--- config.mk ---
export PLATFORM = sky130hd
export DESIGN_NAME = ssf_startup_seq
export DESIGN_NICKNAME = d
export VERILOG_FILES = /design/src/shared/ssf_pkg.sv /design/src/design/ssf_startup_seq.sv
export SDC_FILE = /design/constraint.sdc
export NUM_CORES = 1
export LEC_CHECK = 0
export ABC_AREA = 1
export BUFFER_PORTS_ARGS = -buffer_cell sky130_fd_sc_hd__buf_2
export CAP_MARGIN = 20
export CORE_ASPECT_RATIO = 1.2
export CORE_UTILIZATION = 60
export CTS_CLUSTER_SIZE = 16
export DETAILED_ROUTE_END_ITERATION = 10
export GPL_ROUTABILITY_DRIVEN = 1
export MAX_ROUTING_LAYER = met4
export PLACE_DENSITY_LB_ADDON = 0.08
export SKIP_CTS_REPAIR_TIMING = 1
export SKIP_LAST_GASP = 1
export SLEW_MARGIN = 20
export SYNTH_ARGS = -nofsm -noshare
export SYNTH_HDL_FRONTEND = slang
export SYNTH_SLANG_ARGS = --single-unit
--- constraint.sdc ---
create_clock -name clk -period 5.62 [get_ports clk]
set_input_delay 0.281 -clock clk [delete_from_list [all_inputs] [get_ports clk]]
set_output_delay 0.281 -clock clk [all_outputs]
set_load 0.01 [all_outputs]
--- src/shared/ssf_pkg.sv ---
package ssf_pkg;

  // ---------------------------------------------------------------
  // command codes
  // ---------------------------------------------------------------
  localparam logic [7:0] CMD_RISE  = 8'h61;
  localparam logic [7:0] CMD_LIMIT = 8'h62;
  localparam logic [7:0] CMD_RESP  = 8'h63;

  // ---------------------------------------------------------------
  // reset values
  // ---------------------------------------------------------------
  localparam logic [15:0] RISE_RST  = 16'h000a;
  localparam logic [15:0] LIMIT_RST = 16'h0032;
  localparam logic [7:0]  RESP_RST  = 8'h80;

  // ---------------------------------------------------------------
  // response byte fields
  // ---------------------------------------------------------------
  localparam int SEL_HI   = 7;
  localparam int SEL_LO   = 6;
  localparam int RETRY_HI = 5;
  localparam int RETRY_LO = 3;
  localparam int DLY_HI   = 2;
  localparam int DLY_LO   = 0;

  localparam logic [1:0] SEL_IGNORE  = 2'b00;
  localparam logic [1:0] SEL_RUN     = 2'b01;
  localparam logic [1:0] SEL_DISABLE = 2'b10;
  localparam logic [2:0] RETRY_LOOP  = 3'b111;

  // ---------------------------------------------------------------
  // timing and bus identity
  // ---------------------------------------------------------------
  localparam int unsigned CLK_FREQ_HZ = 200_000_000;
  localparam int unsigned MS_PER_S    = 1000;
  localparam int unsigned CLK_PER_MS  = CLK_FREQ_HZ / MS_PER_S;
  // bus address value is arbitrary
  localparam logic [6:0]  BUS_ADDR_DEF = 7'h40;

  // ---------------------------------------------------------------
  // state types
  // ---------------------------------------------------------------
  typedef enum logic [2:0] {
    SQ_OFF   = 3'b000,
    SQ_RAMP  = 3'b001,
    SQ_UP    = 3'b010,
    SQ_HOLD  = 3'b011,
    SQ_WAIT  = 3'b100,
    SQ_LATCH = 3'b101
  } ssf_seq_e;

  typedef enum logic [2:0] {
    BS_IDLE = 3'b000,
    BS_ADDR = 3'b001,
    BS_CMD  = 3'b010,
    BS_WR   = 3'b011,
    BS_RD   = 3'b100
  } ssf_bus_e;

endpackage : ssf_pkg

--- src/design/ssf_startup_seq.sv ---
`timescale 1ns/1ps
// Function
// - ramp output over rise-time word (ms) starting right after enable
// - 16-bit timeout limit in ms; fault if undervoltage limit not reached
// - timeout limit zero disables the startup fault entirely
// - response register is a byte; rise time and limit are words
// - response bits 7:6 choose the startup fault reaction
// - selector 00 ignores the fault, output keeps running
// - selector 01 runs on for the delay, then applies retry field
// - selector 10 disables output at once, then applies retry field
// - selector 11 stays off until fault cleared or off-then-on
// - retry field 000 makes no restart, stays off until cleared
// - retry 001..101 restarts that many times, then stays off
// - restart spacing is two to the power delay count times fault delay unit
// - delay count 0..7 selects 1..128 delay units, powers of two
// - retry 110 means six restarts; 111 restarts without limit
// - delay unit comes from a separate configuration setting
// - the unit used is the output-overvoltage fault time unit
module ssf_startup_seq
  import ssf_pkg::*;
#(
  parameter int unsigned MS_CYCLES = CLK_PER_MS,
  parameter logic [6:0]  BUS_ADDR  = BUS_ADDR_DEF
) (
  // clock and reset
  input  wire logic        clk,
  input  wire logic        reset_n,
  // pmbus pins
  input  wire logic        scl_i,
  input  wire logic        sda_i,
  output logic             sda_o,
  output logic             sda_oe,
  // power stage control
  input  wire logic        ramp_go,
  input  wire logic        clear_faults,
  input  wire logic        vout_above_uv,
  input  wire logic [7:0]  ov_fault_time_unit,
  // status
  output logic             output_enable,
  output logic             ramp_active,
  output logic             ramp_done,
  output logic [15:0]      ramp_ms,
  output logic             startup_fault,
  output logic [2:0]       retry_count
);

  // ---------------------------------------------------------------
  // helpers
  // ---------------------------------------------------------------
  function automatic logic [15:0] fault_delay(input logic [2:0] code,
                                              input logic [7:0] unit);
    fault_delay = {8'h00, unit} << code;
  endfunction : fault_delay

  function automatic logic known_cmd(input logic [7:0] c);
    known_cmd = (c == CMD_RISE) || (c == CMD_LIMIT) || (c == CMD_RESP);
  endfunction : known_cmd

  // ---------------------------------------------------------------
  // synchronisers
  // ---------------------------------------------------------------
  logic [2:0] scl_sync_reg;
  logic [2:0] sda_sync_reg;
  logic [1:0] uv_sync_reg;

  always_ff @(posedge clk or negedge reset_n) begin
    if (!reset_n) begin
      scl_sync_reg <= 3'h7;
      sda_sync_reg <= 3'h7;
      uv_sync_reg  <= 2'h0;
    end else begin
      scl_sync_reg <= {scl_sync_reg[1:0], scl_i};
      sda_sync_reg <= {sda_sync_reg[1:0], sda_i};
      uv_sync_reg  <= {uv_sync_reg[0], vout_above_uv};
    end
  end

  logic scl_s, sda_s, vout_ok;
  logic scl_rise, scl_fall, bus_start, bus_stop;
  assign scl_s     = scl_sync_reg[1];
  assign sda_s     = sda_sync_reg[1];
  assign vout_ok   = uv_sync_reg[1];
  assign scl_rise  = scl_s & ~scl_sync_reg[2];
  assign scl_fall  = ~scl_s & scl_sync_reg[2];
  assign bus_start = scl_s & scl_sync_reg[2] & ~sda_s & sda_sync_reg[2];
  assign bus_stop  = scl_s & scl_sync_reg[2] & sda_s & ~sda_sync_reg[2];

  // ---------------------------------------------------------------
  // pmbus slave and register file
  // ---------------------------------------------------------------
  ssf_bus_e    bus_reg, bus_next;
  logic [3:0]  bit_reg, bit_next;
  logic [7:0]  sh_reg, sh_next;
  logic [7:0]  cmd_reg, cmd_next;
  logic [1:0]  idx_reg, idx_next;
  logic        drv_reg, drv_next;
  logic [7:0]  lo_reg, lo_next;
  logic [15:0] rise_reg, rise_next;
  logic [15:0] lim_reg, lim_next;
  logic [7:0]  resp_reg, resp_next;
  logic [15:0] rd_word;
  logic [7:0]  rd_byte;

  always_comb begin
    case (cmd_reg)
      CMD_RISE:  rd_word = rise_reg;
      CMD_LIMIT: rd_word = lim_reg;
      CMD_RESP:  rd_word = {8'h00, resp_reg};
      default:   rd_word = 16'h0000;
    endcase
    case (idx_reg)
      2'd0:    rd_byte = rd_word[7:0];
      2'd1:    rd_byte = rd_word[15:8];
      default: rd_byte = 8'h00;
    endcase
  end

  always_comb begin
    bus_next  = bus_reg;
    bit_next  = bit_reg;
    sh_next   = sh_reg;
    cmd_next  = cmd_reg;
    idx_next  = idx_reg;
    drv_next  = drv_reg;
    lo_next   = lo_reg;
    rise_next = rise_reg;
    lim_next  = lim_reg;
    resp_next = resp_reg;
    if (bus_start) begin
      bus_next = BS_ADDR;
      // the scl fall that closes a start is not a bit: it wraps to zero
      bit_next = 4'hf;
      idx_next = 2'd0;
      drv_next = 1'b0;
    end else if (bus_stop) begin
      bus_next = BS_IDLE;
      drv_next = 1'b0;
    end else if (bus_reg != BS_IDLE && scl_rise) begin
      if (bus_reg == BS_RD) begin
        // master nack ends the read
        if (bit_reg == 4'd8 && sda_s) begin
          bus_next = BS_IDLE;
        end
      end else if (bit_reg != 4'd8) begin
        sh_next = {sh_reg[6:0], sda_s};
      end
    end else if (bus_reg != BS_IDLE && scl_fall) begin
      if (bit_reg == 4'd7) begin
        bit_next = 4'd8;
        drv_next = 1'b1;
        case (bus_reg)
          BS_ADDR: begin
            if (sh_reg[7:1] != BUS_ADDR) begin
              drv_next = 1'b0;
              bus_next = BS_IDLE;
            end
          end
          BS_CMD: begin
            cmd_next = sh_reg;
            idx_next = 2'd0;
            if (!known_cmd(sh_reg)) begin
              drv_next = 1'b0;
              bus_next = BS_IDLE;
            end
          end
          BS_WR: begin
            if (idx_reg == 2'd0) begin
              lo_next = sh_reg;
              if (cmd_reg == CMD_RESP) begin
                resp_next = sh_reg;
              end
            end else if (idx_reg == 2'd1) begin
              // word takes effect only when the high byte lands
              if (cmd_reg == CMD_RISE) begin
                rise_next = {sh_reg, lo_reg};
              end
              if (cmd_reg == CMD_LIMIT) begin
                lim_next = {sh_reg, lo_reg};
              end
            end
            if (idx_reg != 2'd3) begin
              idx_next = idx_reg + 2'd1;
            end
          end
          default: drv_next = 1'b0;
        endcase
      end else if (bit_reg == 4'd8) begin
        bit_next = 4'd0;
        drv_next = 1'b0;
        case (bus_reg)
          BS_ADDR: begin
            if (sh_reg[0]) begin
              bus_next = BS_RD;
              sh_next  = rd_byte;
              drv_next = ~rd_byte[7];
              idx_next = idx_reg + 2'd1;
            end else begin
              bus_next = BS_CMD;
            end
          end
          BS_CMD: bus_next = BS_WR;
          BS_RD: begin
            sh_next  = rd_byte;
            drv_next = ~rd_byte[7];
            if (idx_reg != 2'd3) begin
              idx_next = idx_reg + 2'd1;
            end
          end
          default: bus_next = bus_reg;
        endcase
      end else begin
        bit_next = bit_reg + 4'd1;
        if (bus_reg == BS_RD) begin
          drv_next = ~sh_reg[6];
          sh_next  = {sh_reg[6:0], 1'b0};
        end
      end
    end
  end

  always_ff @(posedge clk or negedge reset_n) begin
    if (!reset_n) begin
      bus_reg  <= BS_IDLE;
      bit_reg  <= 4'd0;
      sh_reg   <= 8'h00;
      cmd_reg  <= 8'h00;
      idx_reg  <= 2'd0;
      drv_reg  <= 1'b0;
      lo_reg   <= 8'h00;
      rise_reg <= RISE_RST;
      lim_reg  <= LIMIT_RST;
      resp_reg <= RESP_RST;
    end else begin
      bus_reg  <= bus_next;
      bit_reg  <= bit_next;
      sh_reg   <= sh_next;
      cmd_reg  <= cmd_next;
      idx_reg  <= idx_next;
      drv_reg  <= drv_next;
      lo_reg   <= lo_next;
      rise_reg <= rise_next;
      lim_reg  <= lim_next;
      resp_reg <= resp_next;
    end
  end

  assign sda_o  = 1'b0;
  assign sda_oe = drv_reg;

  // ---------------------------------------------------------------
  // startup sequencer
  // ---------------------------------------------------------------
  ssf_seq_e    st_reg, st_next;
  logic [31:0] tick_reg, tick_next;
  logic [15:0] ton_reg, ton_next;
  logic [15:0] ramp_reg, ramp_next;
  logic [15:0] dly_reg, dly_next;
  logic [2:0]  rty_reg, rty_next;
  logic        flt_reg, flt_next;
  logic        oe_reg, oe_next;
  logic        done_reg, done_next;
  logic        ms_tick, timeout_hit, retry_ok;
  logic [1:0]  sel;
  logic [2:0]  retry_field;
  logic [15:0] delay_ms;

  assign sel         = resp_reg[SEL_HI:SEL_LO];
  assign retry_field = resp_reg[RETRY_HI:RETRY_LO];
  // unit is the overvoltage fault unit, held elsewhere
  assign delay_ms    = fault_delay(resp_reg[DLY_HI:DLY_LO],
                                   ov_fault_time_unit);
  assign ms_tick     = (tick_reg == MS_CYCLES - 1);
  // a zero limit never times out
  assign timeout_hit = (st_reg == SQ_RAMP) && (lim_reg != 16'h0000) &&
                       (ton_reg >= lim_reg) && !vout_ok;
  assign retry_ok    = (retry_field == RETRY_LOOP) ||
                       (rty_reg < retry_field);

  always_comb begin
    st_next   = st_reg;
    tick_next = ms_tick ? 32'd0 : tick_reg + 32'd1;
    ton_next  = ton_reg;
    dly_next  = dly_reg;
    rty_next  = rty_reg;
    flt_next  = flt_reg;
    ramp_next = (ms_tick && ramp_reg < rise_reg) ? ramp_reg + 16'd1
                                                 : ramp_reg;
    if (clear_faults || !ramp_go) begin
      flt_next = 1'b0;
    end
    if (timeout_hit) begin
      flt_next = 1'b1; // set beats clear
    end
    if (!ramp_go) begin
      st_next  = SQ_OFF;
      rty_next = 3'd0;
    end else begin
      case (st_reg)
        SQ_OFF: begin
          st_next   = SQ_RAMP;
          ton_next  = 16'd0;
          ramp_next = 16'd0;
        end
        SQ_RAMP: begin
          if (vout_ok) begin
            st_next  = SQ_UP;
            rty_next = 3'd0;
          end else if (timeout_hit) begin
            dly_next = 16'd0;
            case (sel)
              SEL_IGNORE:  st_next = SQ_UP;
              SEL_RUN:     st_next = SQ_HOLD;
              SEL_DISABLE: st_next = retry_ok ? SQ_WAIT
                                              : SQ_LATCH;
              default:     st_next = SQ_LATCH;
            endcase
            if (sel == SEL_DISABLE && retry_ok && rty_reg != 3'd7) begin
              rty_next = rty_reg + 3'd1;
            end
          end else if (ms_tick && ton_reg != 16'hffff) begin
            ton_next = ton_reg + 16'd1;
          end
        end
        SQ_HOLD: begin
          if (vout_ok) begin
            st_next  = SQ_UP;
            rty_next = 3'd0;
          end else if (dly_reg >= delay_ms) begin
            dly_next = 16'd0;
            st_next  = retry_ok ? SQ_WAIT : SQ_LATCH;
            if (retry_ok && rty_reg != 3'd7) begin
              rty_next = rty_reg + 3'd1;
            end
          end else if (ms_tick) begin
            dly_next = dly_reg + 16'd1;
          end
        end
        SQ_WAIT: begin
          if (dly_reg >= delay_ms) begin
            st_next   = SQ_RAMP;
            ton_next  = 16'd0;
            ramp_next = 16'd0;
          end else if (ms_tick) begin
            dly_next = dly_reg + 16'd1;
          end
        end
        SQ_LATCH: begin
          // off-then-on also leaves here through SQ_OFF
          if (clear_faults) begin
            st_next  = SQ_OFF;
            rty_next = 3'd0;
          end
        end
        SQ_UP:   st_next = SQ_UP;
        default: st_next = SQ_OFF;
      endcase
    end
    oe_next = (st_next == SQ_RAMP) || (st_next == SQ_UP) ||
              (st_next == SQ_HOLD);
    if (!oe_next) begin
      ramp_next = 16'd0;
    end
    done_next = oe_next && (ramp_next >= rise_reg);
  end

  always_ff @(posedge clk or negedge reset_n) begin
    if (!reset_n) begin
      st_reg   <= SQ_OFF;
      tick_reg <= 32'd0;
      ton_reg  <= 16'd0;
      ramp_reg <= 16'd0;
      dly_reg  <= 16'd0;
      rty_reg  <= 3'd0;
      flt_reg  <= 1'b0;
      oe_reg   <= 1'b0;
      done_reg <= 1'b0;
    end else begin
      st_reg   <= st_next;
      tick_reg <= tick_next;
      ton_reg  <= ton_next;
      ramp_reg <= ramp_next;
      dly_reg  <= dly_next;
      rty_reg  <= rty_next;
      flt_reg  <= flt_next;
      oe_reg   <= oe_next;
      done_reg <= done_next;
    end
  end

  assign output_enable = oe_reg;
  assign ramp_done     = done_reg;
  assign ramp_active   = oe_reg & ~done_reg;
  assign ramp_ms       = ramp_reg;
  assign startup_fault = flt_reg;
  assign retry_count   = rty_reg;
endmodule : ssf_startup_seq

==> flow_summary.json <==
{
  "required_ns": 5.94,
  "max_freq_mhz": 229,
  "yosys.cell_types.count": 54,
  "yosys-top-cells-area": "dfrtp_1, nand2_1, ha_1",
  "final_cell_mix": "nand2_1, inv_1, dfrtp_1",
  "crit_start": "resp_reg[0]",
  "yosys.area.top_type_share_pct": 34.8,
  "area_growth_pct": 8.38,
  "grt_setup_unrepaired": "false",
  "netlist_area_um2": 11400,
  "drtAntennaViolNets": 0,
  "grt_pass1_wl_um": 48500,
  "std_cell_rows": 54,
  "use_met2_pct": 54.4,
  "cts_buffers": 17,
  "cts_tree": "done",
  "gp_congestion": 0.968,
  "crit_path_end_kind": "register",
  "dieWidth_um": 128,
  "grt_util_all_layers_pct": 32.5,
  "synth_top_area_cell": "dfrtp_1",
  "drive_gt1_share_pct": 9.77,
  "die_area_um2": 19600,
  "final_cell_count_no_fill": 1828,
  "leakagePower_nw": 5.75,
  "drt-pass1-iter-count": 7,
  "grt_most_used_layer": "met2",
  "path_class": "reg2reg",
  "power_density_nw_per_um2": 271,
  "seq_area_um2": 4290,
  "htreeDepth": 4,
  "viasPerCell": 5.63,
  "hpwl_um": 22200,
  "synthCells": 1537,
  "fin_crit_sh_pct": 77.7,
  "synth_flop_cell": "dfrtp_1",
  "cts.clk_slew.worst_paths_ns": 0.07,
  "ir_drop_uv": 230,
  "cts.sinks": 171,
  "antenna_found_initial": 0,
  "grt_pass1_vias": 9934,
  "multiInputGateArea_um2": 6130,
  "run_status": "complete, no violations",
  "die_h_um": 153,
  "r2r_cells": 27,
  "worst-path-max-fanout": 16,
  "clock_latency_ns": 0.44,
  "final_max_slew_viol_count": 0,
  "r2r_slack_ns": 1.25,
  "syn_avg_cell_area_um2": 7.44,
  "cts_max_path_buffers": 2,
  "fin_crit_ns": 4.37,
  "grt_max_degree": 73,
  "r2r_start": "resp_reg[0]",
  "largest_reg_flops": 32,
  "wl_per_cell_um": 16.1,
  "met3_usage_pct": 4.20,
  "cts-root-buf": "clkbuf_16",
  "nFillCells": 1661,
  "drt-initial-drc-count": 751,
  "fin_skew_ns": 0.0127,
  "worst-slew-pin-transition_ns": 1.01,
  "yosysSeqAreaShare_pct": 37.5,
  "critPathLaunchType": "register",
  "pin_count": 40,
  "ys_warn_count": 0,
  "initial_utilization_pct": 62.0,
  "r2r_end": "ramp_done",
  "dr_total_vias": 10292,
  "met1_usage_pct": 39.5,
  "coreArea_um2": 18400,
  "synth-seq-cells": 171,
  "drc_errors": 0,
  "layout_commonest_cell": "nand2_1",
  "syn-num-nets": 1627,
  "max-slew-margin-rel_pct": 32.3,
  "synth_edf_count": 0,
  "port-buffer-count": 38,
  "place_inst": 1792,
  "tns_ns": 0,
  "hold_viol_final": 0,
  "hp-class": "in2reg",
  "diodes": 0,
  "nets": 1653,
  "crit_end": "ramp_done",
  "synth-async-reset-ratio_pct": 100,
  "maxCapViolCount": 0,
  "wl_um": 29500,
  "overflow": 0,
  "arrival_ns": 4.69,
  "setup_viol": 0
}
[per-stage QoR]
stage / util [%] / setup WS (ns) / power [mW] / cell area (um^2) / hold slack [ns]
2_1_floorplan: - / 1.82 / 1.93 / 11400 / -0.0146
3_3_place_gp: 63.7 / 1.44 / 2.13 / 11800 / 0.332
3_5_place_dp: 63.7 / 1.31 / 2.14 / 11800 / 0.335
4_1_cts: 67.0 / 1.27 / 3.36 / 12300 / -0.127
5_1_grt: 67.2 / 0.608 / 3.52 / 12400 / 0.196
6_report: 67.2 / 1.25 / 3.35 / 12400 / 0.173
[worst max-delay path, cell delays in order (launching register included)]
cell and delay [ns]:
dfrtp_1 0.56, inv_1 0.21, nand2_1 0.11, nand2_1 0.06, o21ai_0 0.21, nand2_1 0.07, o21ai_0 0.08, ha_1 0.27
nand2_1 0.06, inv_1 0.03, o21ai_1 0.12, nand2_1 0.07, a21oi_1 0.18, nand3_2 0.29, nand3_1 0.16, nand2_1 0.07
nand2_1 0.08, nand2_1 0.07, nand2_2 0.11, nand3_4 0.21, nor2_1 0.21, ha_1 0.27, a21oi_1 0.15, nor2_1 0.05
a211oi_1 0.19, o2111ai_1 0.14, a31oi_1 0.16, nor2_1 0.06
[layer usage]
layer / wire (um) / vias to the layer above
met4: 986 / 0
met1: 12700 / 4844
li1: - / 5099
met5: 0 / -
met3: 1100 / 78
met2: 14800 / 271
[power breakdown]
| group | total [mW] | leakage, nW | switching (mW) | internal (mW) |
|---|---|---|---|---|
| Clock | 1.22 | 0.296 | 0.541 | 0.681 |
| Combinational | 0.677 | 3.18 | 0.480 | 0.197 |
| Sequential | 1.46 | 2.27 | 0.114 | 1.34 |
| Total | 3.35 | 5.75 | 1.14 | 2.22 |
[how the worst min path moves through the flow]
stage                 startpoint            end  slack, ns  cells after the start
finish              clear_faults  startup_fault       0.17                      3
global route             ramp_go      st_reg[0]       0.20                      3
CTS                      reset_n   tick_reg[27]      -0.13                      1
detailed placement       reset_n   tick_reg[29]       0.34                      1
global placement         reset_n   tick_reg[28]       0.33                      1
floorplan                reset_n     bit_reg[0]      -0.01                      0
[Yosys cell counts, types with 2 or more instances]
cell,n
clkbuf_1,18
nand3_4,2
inv_2,6
ha_1,75
nor3_2,7
nor3_1,50
o22ai_1,14
xnor2_1,7
a22oi_1,9
xor2_1,46
o21ai_1,30
o21a_1,2
nor4_1,20
dfstp_2,12
o211ai_1,2
inv_1,205
buf_2,9
or2_2,13
o21ai_0,135
a41oi_1,2
nand3_2,4
mux2i_1,2
a31oi_1,6
dfrtp_1,159
nand3_1,62
nor2_4,5
a211oi_1,3
a21oi_2,2
a21oi_1,55
nand2_2,7
buf_6,8
nand2_1,352
nor2_1,134
o21ai_2,6
nand4_1,38
nor2_2,12
[cells by family (layout without fill, tap and decap cells)]
family                     count (synthesis)  count (layout)  synth area share [%]
DFF                                      171             171                  37.5
other                                      1               1                0.0328
adders and majority gates                 75              75                  8.21
buffers and inverters                    251             290                  8.92
AOI/OAI and AO/OA                        274             274                  13.2
muxes                                      2               2                 0.175
xor gates and xnor gates                  53              53                  4.06
and+or+nand+nor                          710             710                  27.9
[area by class of cell]
class                   instances  share of cell area [%]
repair buffers                 45                    2.09
flip-flops and latches        171                    34.6
multi-input cells            1115                    49.4
clock buffers                  19                    3.57
well taps                     252                    2.54
inverters                     213                    6.46
clock inverters                13                    1.25
Power figures use the tool's default switching activity.
